## src/logic/rwsp_pkg.sv

```systemverilog
// Purpose: Shared constants for the rheostat wiper, shutdown and preset block.
// Assumes: AXI4-Lite register access with 32-bit data.
// Notes:   Each register takes one aligned word.
package rwsp_pkg;
    localparam int          CODE_W       = 10;
    localparam int          STORE_DEPTH  = 50;
    localparam int          STORE_AW     = 6;
    localparam int          ADDR_W       = 4;
    localparam logic [3:0]  OFF_CMD      = 4'h0;
    localparam logic [3:0]  OFF_STATUS   = 4'h4;
    localparam logic [3:0]  OFF_WIPER    = 4'h8;
    localparam int          CMD_LSB      = 10;
    localparam logic [3:0]  CMD_WIPER_WR = 4'h1;
    localparam logic [3:0]  CMD_STORE    = 4'h3;
    localparam logic [3:0]  CMD_SOFT_RST = 4'h4;
    localparam logic [3:0]  CMD_CTRL_WR  = 4'h7;
    localparam logic [3:0]  CMD_SHUTDOWN = 4'h9;
    localparam int          CTRL_FUSE    = 0;
    localparam int          CTRL_WE      = 1;
    localparam int          CTRL_CAL     = 2;
    localparam logic [2:0]  CTRL_RESET   = 3'h4;
    localparam int          STAT_SHUT    = 3;
    localparam int          STAT_CNT_LSB = 8;
    localparam logic [1:0]  RESP_OKAY    = 2'h0;
    localparam logic [1:0]  RESP_SLVERR  = 2'h2;
    typedef enum logic [3:0] {
        ST_MID  = 4'h1,
        ST_READ = 4'h2,
        ST_LOAD = 4'h4,
        ST_RUN  = 4'h8
    } rwsp_state_t;
endpackage

```

## src/logic/rwsp_core.sv

```systemverilog
// Purpose: Wiper setting, shutdown, calibration enable and power-on preset.
// Assumes: Reset pin comes from outside and is synchronised here.
// Notes:   Commands arrive as writes to the command register over AXI4-Lite.
`timescale 1ns/10ps
// Contract
// - Command 9 with bit0 one enters shutdown.
// - Shutdown disconnects end terminal from wiper.
// - Commands still execute while shut down.
// - Command 9 with bit0 zero leaves shutdown.
// - Software or hardware reset clears shutdown.
// - Wiper code selects exactly one tap.
// - Calibration enabled after reset, control bit toggles.
// - Power-up loads midscale, then last stored value; rstn_i clears count_reg, so the load gives midscale.
// - Software or pin reset reloads last stored, else midscale.
// - Write enable resets zero, blocks wiper writes.
module rwsp_core #(
    parameter int CODE_W = rwsp_pkg::CODE_W
) (
    input  wire logic                   clk_sys_i,
    input  wire logic                   rstn_i,
    input  wire logic                   reset_pin_n_i,
    input  wire logic [3:0]             s_axi_awaddr,
    input  wire logic                   s_axi_awvalid,
    output logic                        s_axi_awready,
    input  wire logic [31:0]            s_axi_wdata,
    input  wire logic [3:0]             s_axi_wstrb,
    input  wire logic                   s_axi_wvalid,
    output logic                        s_axi_wready,
    output logic [1:0]                  s_axi_bresp,
    output logic                        s_axi_bvalid,
    input  wire logic                   s_axi_bready,
    input  wire logic [3:0]             s_axi_araddr,
    input  wire logic                   s_axi_arvalid,
    output logic                        s_axi_arready,
    output logic [31:0]                 s_axi_rdata,
    output logic [1:0]                  s_axi_rresp,
    output logic                        s_axi_rvalid,
    input  wire logic                   s_axi_rready,
    output logic [CODE_W-1:0]           wiper_code_o,
    output logic [(2**CODE_W)-1:0]      tap_sel_o,
    output logic                        end_connect_o,
    output logic                        cal_enable_o
);
    localparam int TAPS = 2**CODE_W;
    localparam logic [CODE_W-1:0] MIDSCALE =
        {1'b1, {(CODE_W-1){1'b0}}};

    function automatic logic [TAPS-1:0] tap_of(input logic [CODE_W-1:0] c);
        tap_of = {{(TAPS-1){1'b0}}, 1'b1} << c;
    endfunction

    rwsp_pkg::rwsp_state_t st_reg, st_next;
    logic [CODE_W-1:0]   wiper_reg, wiper_next;
    logic [TAPS-1:0]     tap_reg, tap_next;
    logic                end_conn_reg, end_conn_next;
    logic [2:0]          ctrl_reg, ctrl_next;
    logic [5:0]          count_reg, count_next;
    logic [31:0]         cmd_reg, cmd_next;
    logic                aw_full_reg, aw_full_next;
    logic [3:0]          aw_addr_reg, aw_addr_next;
    logic                w_full_reg, w_full_next;
    logic [31:0]         w_data_reg, w_data_next;
    logic                awready_reg, awready_next;
    logic                wready_reg, wready_next;
    logic                bvalid_reg, bvalid_next;
    logic [1:0]          bresp_reg, bresp_next;
    logic                arready_reg, arready_next;
    logic                rvalid_reg, rvalid_next;
    logic [31:0]         rdata_reg, rdata_next;
    logic [1:0]          rresp_reg, rresp_next;
    logic                pin_s1_reg, pin_s2_reg, pin_s3_reg;
    logic                hw_evt;
    logic                exec;
    logic [3:0]          cmd;
    logic [CODE_W-1:0]   cmd_data;
    logic                mem_we;
    logic [5:0]          mem_raddr;
    logic [CODE_W-1:0]   mem_rdata;

    // Only a falling edge of the reset pin counts, so a pin tied high is idle.
    always_ff @(posedge clk_sys_i) begin
        if (!rstn_i) begin
            pin_s1_reg <= 1'b1;
            pin_s2_reg <= 1'b1;
            pin_s3_reg <= 1'b1;
        end else begin
            pin_s1_reg <= reset_pin_n_i;
            pin_s2_reg <= pin_s1_reg;
            pin_s3_reg <= pin_s2_reg;
        end
    end
    assign hw_evt = pin_s3_reg & ~pin_s2_reg;

    assign exec = aw_full_reg & w_full_reg & ~bvalid_reg &
                  (st_reg == rwsp_pkg::ST_RUN) &
                  (aw_addr_reg == rwsp_pkg::OFF_CMD);
    assign cmd = w_data_reg[rwsp_pkg::CMD_LSB +: 4];
    assign cmd_data = w_data_reg[CODE_W-1:0];
    assign mem_we = exec & ~hw_evt & (cmd == rwsp_pkg::CMD_STORE) &
                    ctrl_reg[rwsp_pkg::CTRL_FUSE] &
                    (count_reg < 6'(rwsp_pkg::STORE_DEPTH));
    assign mem_raddr = (count_reg == 6'h0) ? 6'h0 : count_reg - 6'h1;

    rwsp_store_mem #(
        .DEPTH (rwsp_pkg::STORE_DEPTH),
        .AW    (rwsp_pkg::STORE_AW),
        .DW    (CODE_W)
    ) u_store (
        .clk_sys_i (clk_sys_i),
        .rstn_i    (rstn_i),
        .we_i      (mem_we),
        .waddr_i   (count_reg),
        .wdata_i   (wiper_reg),
        .raddr_i   (mem_raddr),
        .rdata_o   (mem_rdata)
    );

    always_comb begin
        logic fire;
        fire = 1'b0;
        st_next       = st_reg;
        wiper_next    = wiper_reg;
        end_conn_next = end_conn_reg;
        ctrl_next     = ctrl_reg;
        count_next    = count_reg;
        cmd_next      = cmd_reg;
        aw_full_next  = aw_full_reg;
        aw_addr_next  = aw_addr_reg;
        w_full_next   = w_full_reg;
        w_data_next   = w_data_reg;
        bvalid_next   = bvalid_reg;
        bresp_next    = bresp_reg;
        if (bvalid_reg && s_axi_bready) begin
            bvalid_next = 1'b0;
        end
        if (s_axi_awvalid && awready_reg) begin
            aw_full_next = 1'b1;
            aw_addr_next = s_axi_awaddr;
        end
        if (s_axi_wvalid && wready_reg) begin
            w_full_next = 1'b1;
            for (int i = 0; i < 4; i++) begin
                w_data_next[8*i +: 8] = s_axi_wstrb[i] ?
                                        s_axi_wdata[8*i +: 8] : 8'h00;
            end
        end
        fire = aw_full_reg & w_full_reg & ~bvalid_reg &
               (st_reg == rwsp_pkg::ST_RUN);
        if (fire) begin
            aw_full_next = 1'b0;
            w_full_next  = 1'b0;
            bvalid_next  = 1'b1;
            bresp_next   = (aw_addr_reg == rwsp_pkg::OFF_CMD) ?
                           rwsp_pkg::RESP_OKAY : rwsp_pkg::RESP_SLVERR;
        end
        unique case (st_reg)
            rwsp_pkg::ST_MID: begin
                st_next = rwsp_pkg::ST_READ;
            end
            rwsp_pkg::ST_READ: begin
                st_next = rwsp_pkg::ST_LOAD;
            end
            rwsp_pkg::ST_LOAD: begin
                wiper_next = (count_reg == 6'h0) ?
                             MIDSCALE : mem_rdata;
                st_next    = rwsp_pkg::ST_RUN;
            end
            rwsp_pkg::ST_RUN: begin
                if (exec) begin
                    cmd_next = w_data_reg;
                    unique case (cmd)
                        rwsp_pkg::CMD_WIPER_WR: begin
                            if (ctrl_reg[rwsp_pkg::CTRL_WE]) begin
                                wiper_next = cmd_data;
                            end
                        end
                        rwsp_pkg::CMD_STORE: begin
                            if (mem_we) begin
                                count_next = count_reg + 6'h1;
                            end
                        end
                        rwsp_pkg::CMD_SOFT_RST: begin
                            end_conn_next = 1'b1;
                            ctrl_next     = rwsp_pkg::CTRL_RESET;
                            st_next       = rwsp_pkg::ST_READ;
                        end
                        rwsp_pkg::CMD_CTRL_WR: begin
                            ctrl_next = cmd_data[2:0];
                        end
                        rwsp_pkg::CMD_SHUTDOWN: begin
                            end_conn_next = ~cmd_data[0];
                        end
                        default: begin
                        end
                    endcase
                end
            end
        endcase
        // The pin pulse wins over a command taken in the same cycle.
        if (hw_evt) begin
            end_conn_next = 1'b1;
            ctrl_next     = rwsp_pkg::CTRL_RESET;
            st_next       = rwsp_pkg::ST_READ;
            count_next    = count_reg;
        end
        tap_next     = tap_of(wiper_next);
        awready_next = ~aw_full_next;
        wready_next  = ~w_full_next;
    end

    always_comb begin
        arready_next = arready_reg;
        rvalid_next  = rvalid_reg;
        rdata_next   = rdata_reg;
        rresp_next   = rresp_reg;
        if (rvalid_reg && s_axi_rready) begin
            rvalid_next  = 1'b0;
            arready_next = 1'b1;
        end
        if (s_axi_arvalid && arready_reg) begin
            arready_next = 1'b0;
            rvalid_next  = 1'b1;
            rresp_next   = rwsp_pkg::RESP_OKAY;
            unique case (s_axi_araddr)
                rwsp_pkg::OFF_CMD:    rdata_next = cmd_reg;
                rwsp_pkg::OFF_STATUS: rdata_next =
                    32'({count_reg, 4'h0, ~end_conn_reg, ctrl_reg});
                rwsp_pkg::OFF_WIPER:  rdata_next = 32'(wiper_reg);
                default: begin
                    rdata_next = 32'h0000_0000;
                    rresp_next = rwsp_pkg::RESP_SLVERR;
                end
            endcase
        end
    end

    always_ff @(posedge clk_sys_i) begin
        if (!rstn_i) begin
            st_reg       <= rwsp_pkg::ST_MID;
            wiper_reg    <= MIDSCALE;
            tap_reg      <= tap_of(MIDSCALE);
            end_conn_reg <= 1'b1;
            ctrl_reg     <= rwsp_pkg::CTRL_RESET;
            count_reg    <= 6'h0;
            cmd_reg      <= 32'h0000_0000;
            aw_full_reg  <= 1'b0;
            aw_addr_reg  <= 4'h0;
            w_full_reg   <= 1'b0;
            w_data_reg   <= 32'h0000_0000;
            awready_reg  <= 1'b0;
            wready_reg   <= 1'b0;
            bvalid_reg   <= 1'b0;
            bresp_reg    <= 2'h0;
            arready_reg  <= 1'b0;
            rvalid_reg   <= 1'b0;
            rdata_reg    <= 32'h0000_0000;
            rresp_reg    <= 2'h0;
        end else begin
            st_reg       <= st_next;
            wiper_reg    <= wiper_next;
            tap_reg      <= tap_next;
            end_conn_reg <= end_conn_next;
            ctrl_reg     <= ctrl_next;
            count_reg    <= count_next;
            cmd_reg      <= cmd_next;
            aw_full_reg  <= aw_full_next;
            aw_addr_reg  <= aw_addr_next;
            w_full_reg   <= w_full_next;
            w_data_reg   <= w_data_next;
            awready_reg  <= awready_next;
            wready_reg   <= wready_next;
            bvalid_reg   <= bvalid_next;
            bresp_reg    <= bresp_next;
            arready_reg  <= (st_reg == rwsp_pkg::ST_MID) ? 1'b1 : arready_next;
            rvalid_reg   <= rvalid_next;
            rdata_reg    <= rdata_next;
            rresp_reg    <= rresp_next;
        end
    end

    assign s_axi_awready = awready_reg;
    assign s_axi_wready  = wready_reg;
    assign s_axi_bvalid  = bvalid_reg;
    assign s_axi_bresp   = bresp_reg;
    assign s_axi_arready = arready_reg;
    assign s_axi_rvalid  = rvalid_reg;
    assign s_axi_rdata   = rdata_reg;
    assign s_axi_rresp   = rresp_reg;
    assign wiper_code_o  = wiper_reg;
    assign tap_sel_o     = tap_reg;
    assign end_connect_o = end_conn_reg;
    assign cal_enable_o  = ctrl_reg[rwsp_pkg::CTRL_CAL];
endmodule

```

## src/logic/rwsp_store_mem.sv

```systemverilog
// Purpose: One-time wiper store, a small word memory with registered read.
// Assumes: One write port and one read port on the system clock.
// Notes:   Contents are not cleared by reset, as a fused store would keep them.
`timescale 1ns/10ps
module rwsp_store_mem #(
    parameter int DEPTH  = 50,
    parameter int AW     = 6,
    parameter int DW     = 10
) (
    input  wire logic          clk_sys_i,
    input  wire logic          rstn_i,
    input  wire logic          we_i,
    input  wire logic [AW-1:0] waddr_i,
    input  wire logic [DW-1:0] wdata_i,
    input  wire logic [AW-1:0] raddr_i,
    output logic      [DW-1:0] rdata_o
);
    logic [DW-1:0] mem [DEPTH];
    logic [DW-1:0] rdata_reg;

    always_ff @(posedge clk_sys_i) begin
        if (we_i) begin
            mem[waddr_i] <= wdata_i;
        end
    end

    always_ff @(posedge clk_sys_i) begin
        if (!rstn_i) begin
            rdata_reg <= '0;
        end else begin
            rdata_reg <= mem[raddr_i];
        end
    end

    assign rdata_o = rdata_reg;
endmodule

```

## config.mk

```make
export PLATFORM = sky130hd
export DESIGN_NAME = rwsp_core
export DESIGN_NICKNAME = d
export VERILOG_FILES = /design/src/logic/rwsp_pkg.sv /design/src/logic/rwsp_core.sv /design/src/logic/rwsp_store_mem.sv
export SDC_FILE = /design/constraint.sdc
export NUM_CORES = 2
export LEC_CHECK = 0
export BUFFER_PORTS_ARGS = -buffer_cell sky130_fd_sc_hd__buf_2
export CAP_MARGIN = 20
export CORE_AREA = 2 2 446 448
export DETAILED_ROUTE_END_ITERATION = 10
export DIE_AREA = 0 0 448 450
export GPL_TIMING_DRIVEN = 0
export PLACE_DENSITY_LB_ADDON = 0.3
export SYNTH_ARGS = -nofsm -noshare
export SYNTH_HDL_FRONTEND = slang
export SYNTH_SLANG_ARGS = --single-unit
```

## constraint.sdc

```tcl
create_clock -name clk_sys_i -period 5.9 [get_ports clk_sys_i]
set_input_delay 1.77 -clock clk_sys_i [delete_from_list [all_inputs] [get_ports clk_sys_i]]
set_output_delay 1.77 -clock clk_sys_i [all_outputs]
set_load 0.02 [all_outputs]
```

# Word level (Yosys, flattened, before mapping)
# Memory sizes are Yosys's and may differ from the RTL's. A register that Yosys moved wholly into a read port is not among the register bits.
# Cells that the tools add are included.
dict set report totals {
  in_bits 52
  output_inout_bits 1077
  n_memories 1
  elab_cells 114
  regBits 1162
  mem_bits_rw 500
}
# memory words word_bits read_ports rd_clocked_by_memory_dff write_ports line_no
set mem_list {}
lappend mem_list {u_store.mem 50 10 1 1 1 rwsp_store_mem.sv:18} ;# logic [DW-1:0] mem [DEPTH];
dict set report op_classes {
  bitwise_logic 17
  shifts 1
  n_eq_ne 15
  mux 32
  n_reduce_logical 22
  n_lt_le_gt_ge 1
  addsub 2
}
# operator n
set ops {}
lappend ops {{1-bit by 10-bit << shifter with 1024-bit output (first input constant)} 1}
lappend ops {{32-bit case mux with 3 select lines} 1}
lappend ops {{10-bit two-way mux} 4}
lappend ops {{8-bit two-way mux} 4}
lappend ops {{10-bit case mux with 2 select lines} 1}
lappend ops {{4-bit by 3-bit == test with 1-bit output (second input constant)} 4}
lappend ops {{4-bit case mux with 4 select lines} 1}
lappend ops {{1-bit two-way mux} 13}
lappend ops {{4-bit == test (second input constant)} 3}
lappend ops {{1-bit AND} 9}
lappend ops {{4-bit by 1-bit == test with 1-bit output (second input constant)} 2}
lappend ops {{4-bit by 2-bit == test with 1-bit output (second input constant)} 2}
lappend ops {{4-bit zero test} 2}
lappend ops {{4-bit two-way mux} 2}
lappend ops {{1-bit inverter} 8}
lappend ops {{2-bit nonzero test} 4}
lappend ops {{6-bit by 1-bit adder with 6-bit output (second input constant)} 1}
lappend ops {{6-bit zero test} 1}
lappend ops {{6-bit < comparator (second input constant)} 1}
lappend ops {{2-bit two-way mux} 3}
lappend ops {{6-bit two-way mux} 1}
lappend ops {{3-bit case mux with 2 select lines} 1}
lappend ops {{2-bit AND reduction} 3}
lappend ops {{3-bit AND reduction} 2}
lappend ops {{12 further kinds} 16}

# Logic depth before layout (Yosys ltp)
dict set report depth {
  depth_word 10
  ltp_mapped 18
  ltp_nobuf 9
}

# Hierarchy
# From an unflattened synthesis, not the netlist that was laid out.
dict set report hier_totals {
  hier_cells 4123
  hier_area_um2 52446.6
}
# mod seq_area_each_um2 area_per_inst_um2 instances cells_per_inst
set modules_own_cells {}
lappend modules_own_cells {rwsp_core 23222.3 32695.1 1 3158}
lappend modules_own_cells {rwsp_store_mem 15214.6 19751.4 1 965}

# Least setup slack after synthesis
# Ideal clock, no wire load.
dict set report synth_timing {
  path_kind {reg2reg}
  startpoint {reg count_reg[0]}
  endpoint {reg tap_reg[513] (netlist: tap_sel_o[513])}
  setup_ns 0.067
  required_time_ns 5.833
  setup_slack_ns 2.063
  t_arrival_ns 3.770
  path_stages_with_launch 18
  synth_period_minus_slack_ns 3.837
  cell_sequence {dfxtp_1 > clkbuf_1 > inv_2 > clkbuf_1 > clkbuf_1 > clkbuf_1 > ha_1 > buf_2 > nor2b_1 > buf_2 > a21oi_1 > buf_2 > and2_1 > a221o_1 > nor4_2 > nand2_1 > clkbuf_1 > nor2_1}
}
dict set report synth_between {
  elab_chain_cells 4
}
# element line_no
set synth_rtl {}
lappend synth_rtl {{start, declared} rwsp_core.sv:57} ;# logic [5:0] count_reg, count_next;
lappend synth_rtl {{start signal, assigned} rwsp_core.sv:264} ;# count_reg <= count_next;
lappend synth_rtl {{6-bit zero test} rwsp_core.sv:164} ;# wiper_next = (count_reg == 6'h0) ?
lappend synth_rtl {{10-bit two-way mux} rwsp_core.sv:164}
lappend synth_rtl {{10-bit case mux with 2 select lines} rwsp_core.sv:156} ;# unique case (st_reg)
lappend synth_rtl {{1-bit by 10-bit << shifter with 1024-bit output} rwsp_core.sv:49} ;# tap_of = {{(TAPS-1){1'b0}}, 1'b1} << c;
lappend synth_rtl {{end signal, assigned} rwsp_core.sv:241} ;# tap_reg <= tap_of(MIDSCALE);
lappend synth_rtl {{end signal, assigned} rwsp_core.sv:261} ;# tap_reg <= tap_next;
lappend synth_rtl {{end, declared} rwsp_core.sv:54} ;# logic [TAPS-1:0] tap_reg, tap_next;
# Every way passes these cells.
# A chain may end at the register's enable or synchronous reset.

# Worst setup path after layout
dict set report layout_timing {
  startpoint {reg count_reg[0]}
  endpoint {reg u_store.rdata_reg[5] (netlist: u_store.rdata_o[5]), read port of u_store.mem}
}
dict set report layout_between {
  elab_chain_cells 2
}
# element line_no
set layout_rtl {}
lappend layout_rtl {{6-bit by 1-bit subtractor with 6-bit output / 6-bit zero test (equally long branches)} rwsp_core.sv:102} ;# assign mem_raddr = (count_reg == 6'h0) ? 6'h0 : count_reg - 6'h1;
lappend layout_rtl {{6-bit two-way mux (*)} rwsp_core.sv:102}
lappend layout_rtl {{end, declared} rwsp_store_mem.sv:19} ;# logic [DW-1:0] rdata_reg;
# Every way passes the cells marked *; elsewhere a longest branch is shown, timed or not.

==> impl_results.md <==
- Critical Path Source: count_reg[0]
- Starting Density: 26.29%
- Top cell type's share of synthesized area: 45.31%
- CP Capture Type: register
- Final setup skew: 71.60 ps
- Fin. max-slew vios: 0
- Count of state elements after synthesis: 1670
- Layout cell share with drive strength beyond 1: 29.00%
- Hold crit path type: register to register
- Routed WL: 268100 um
- Synth Instances: 4385
- Syn-to-layout area delta: 31.71%
- Slew @ Worst Pin: 1219 ps
- Status: complete, but fails checks
- WP data required: 6530 ps
- WS Path Type: register to register
- Leakage power: 27.19 nW
- Worst reg2reg startpoint: count_reg[0]
- Critical Path Most Common Cell: clkbuf_2
- Post-synth EDFFs: 500
- Crit-path max cell delay: 670 ps
- Initial antenna violation count: 25
- Total track usage: 25.53%
- Syn avg cell area: 11.79 sq um
- DR vias: 41105
- First-pass GRT wire length: 345400 um
- Crit path DAT: 6620 ps
- DR pass1 iterations: 6
- Htree depth: 4
- Die Ht: 450 um
- Vias per cell: 4.810
- CTS Buffer Depth: 3
- Failing checks: setup timing
- Worst path cell trace: clkbuf_2 -> inv_2 -> clkbuf_2 -> clkbuf_2 -> clkbuf_2 -> ha_1 -> buf_2 -> xor2_1 -> nand2_1 -> buf_1 -> buf_1 -> a21oi_1 -> nor3_1 -> a311oi_1 -> nor3_1
- CP delay by family, top: buffers and inverters
- Post-route cell area: 0.06808 sq mm
- Warning count from the yosys run: 0
- Post-route minimum period: 5986 ps
- Die area: 0.2016 sq mm
- Largest net degree at the start of global routing: 42
- Placed wire-length estimate: 205700 um
- Most common cell after layout, fill and taps aside: buf_2
- Synth top area cells: dfxtp_1 (45%), edfxtp_1 (29%), nor2_1 (8.6%)
- Final critical-path share of the clock period: 101.5%
- Detail Route Antenna Nets: 0
- IO Count: 1129
- Mapped Area: 0.05169 sq mm
- Synth Flop Type: dfxtp_1
- Core ar.: 0.1966 sq mm
- DRT iter0 DRCs: 4669
- WHS: 404.4 ps
- Pwr Total: 23.23 mW
- Reg-to-Reg End: u_store.rdata_o[5]
- Unrepaired setup endpoints after global routing: yes
- Max Clk Rate: 167.1 MHz
- Seq/Total Area, Yosys: 74.36%
- CTS tree: built
- Residual DRC: 0
- Endpoints failing setup: 1
- Slew HR: 17.90%
- Layout Nets: 5800
- Critical Path End: u_store.rdata_o[5]
- Asr flop ratio synth: 0%
- Clock latency on the worst-skew pair: 840 ps
- Port-buffer cells: 1121
- Top cell type by total area after synthesis: dfxtp_1
- Vias in the first global route: 38293
- Routability Congestion: 0.9814
- CTS Buf Count: 173
- Commonest cells after routing, fill and taps aside: buf_2 (1191), dfxtp_1 (1160), nor2_1 (1159)
- Hold Vio Cnt, Final: 0
- Crit path max fanout: 10
- TritonCTS Sinks: 1670
- Pwr Density: 341.3 mW/mm^2
- FF-to-FF setup slack: -90 ps
- Root buf cell: clkbuf_16
- Die span in x: 448 um
- Post-placement cell area: 0.06160 sq mm
- Reg2Reg Depth: 15
- FP Rows: 163
- Worst-path clk slew: 60 ps
- CP Depth: 15
- Worst VDD drop: 0.0002540 V
- GR Overflow Total: 0
- Setup ws final: -85.69 ps
- Max Cap Viol: 0
- Crit path launch type: register
- Buf/Inv on CP: 8
- Post-synth cell types: 83
- Max reg flops: 1024
- Routed len/inst: 31.38 um
- Critical path's slowest cell: a311oi_1
-- cell families after synthesis --
kind of cell | share of synthesized area [%]
other | 0.007255
AO/OA/AOI/OAI | 6.690
multiplexers | 2.067
flip-flops | 74.36
XOR/XNOR | 0.1017
AND/OR/NAND/NOR | 14.35
adder cells (fa/ha/maj) | 0.04840
buffers and inverters | 2.375
-- cells in the mapped netlist (all sizes together), types with 14 or more instances --
| master | instances |
|---|---|
| nor2 | 1183 |
| dfxtp | 1170 |
| edfxtp | 500 |
| nand2 | 364 |
| clkbuf | 179 |
| a21oi | 159 |
| nand3 | 108 |
| buf | 107 |
| o21ai | 75 |
| mux2i | 73 |
| o211ai | 42 |
| a22oi | 29 |
| o221ai | 27 |
| mux2 | 26 |
| a31oi | 23 |
| nor3 | 23 |
| nor4 | 23 |
| a221oi | 20 |
| a211oi | 18 |
| or3 | 15 |
| nand2b | 14 |
| o22ai | 14 |
-- worst min-delay path by stage --
stage | startpoint | end | slack [ps] | cells past startpoint
after floorplan | pin_s1_reg | pin_s2_reg | 390 | 1
after global placement | pin_s1_reg | pin_s2_reg | 400 | 1
after detailed placement | pin_s1_reg | pin_s2_reg | 400 | 1
after CTS | pin_s1_reg | pin_s2_reg | 410 | 1
after global routing | pin_s1_reg | pin_s2_reg | 420 | 1
final | pin_s1_reg | pin_s2_reg | 400 | 1
-- timing repair --
action,in CTS,in global routing
resized for setup,56,60
setup endpoints to repair,1019,331
buffers inserted,5,2
hold buffers,0,0
gates cloned,0,0
pin swaps,2,0
-- area by class of cell --
class / count / area (sq um)
well taps: 2640 / 3303
plain buffers: 285 / 1236
multi-input cells: 2420 / 12380
clock buffers: 252 / 5082
fillers: 19789 / 128500
diodes: 12 / 30.03
repair buffers: 1186 / 6710
inverters: 10 / 37.54
clock inverters: 70 / 847.1
flip-flops and latches: 1670 / 38450
-- layer usage --
metal / track usage (%) / vias up / routed length, um
met2: 40.78 / 2456 / 123000
li1: - / 17637 / -
met3: 7.082 / 529 / 26450
met1: 31.44 / 20475 / 103200
met4: 12.87 / 8 / 15440
met5: 0 / - / 42
-- through the flow --
stage,utilization [%],std cells,setup WS (ps),setup TNS [ps]
2_1_floorplan,-,4386,2063,0
3_3_place_gp,30.83,8147,-2003,-834630
3_5_place_dp,31.33,8194,-1686,-653560
4_1_cts,34.45,8521,-16.44,-23.01
5_1_grt,34.62,8535,-151.2,-369.6
6_report,34.63,8545,-85.69,-85.69
-- power by group --
group          switching (mW)  internal, mW  leakage (nW)  total (mW)
clock                    4.83          6.47          2.89        11.3
combinational           0.110        0.0379          10.1       0.148
sequential             0.0192          11.8          14.2        11.8
Power figures use the tool's default switching activity.
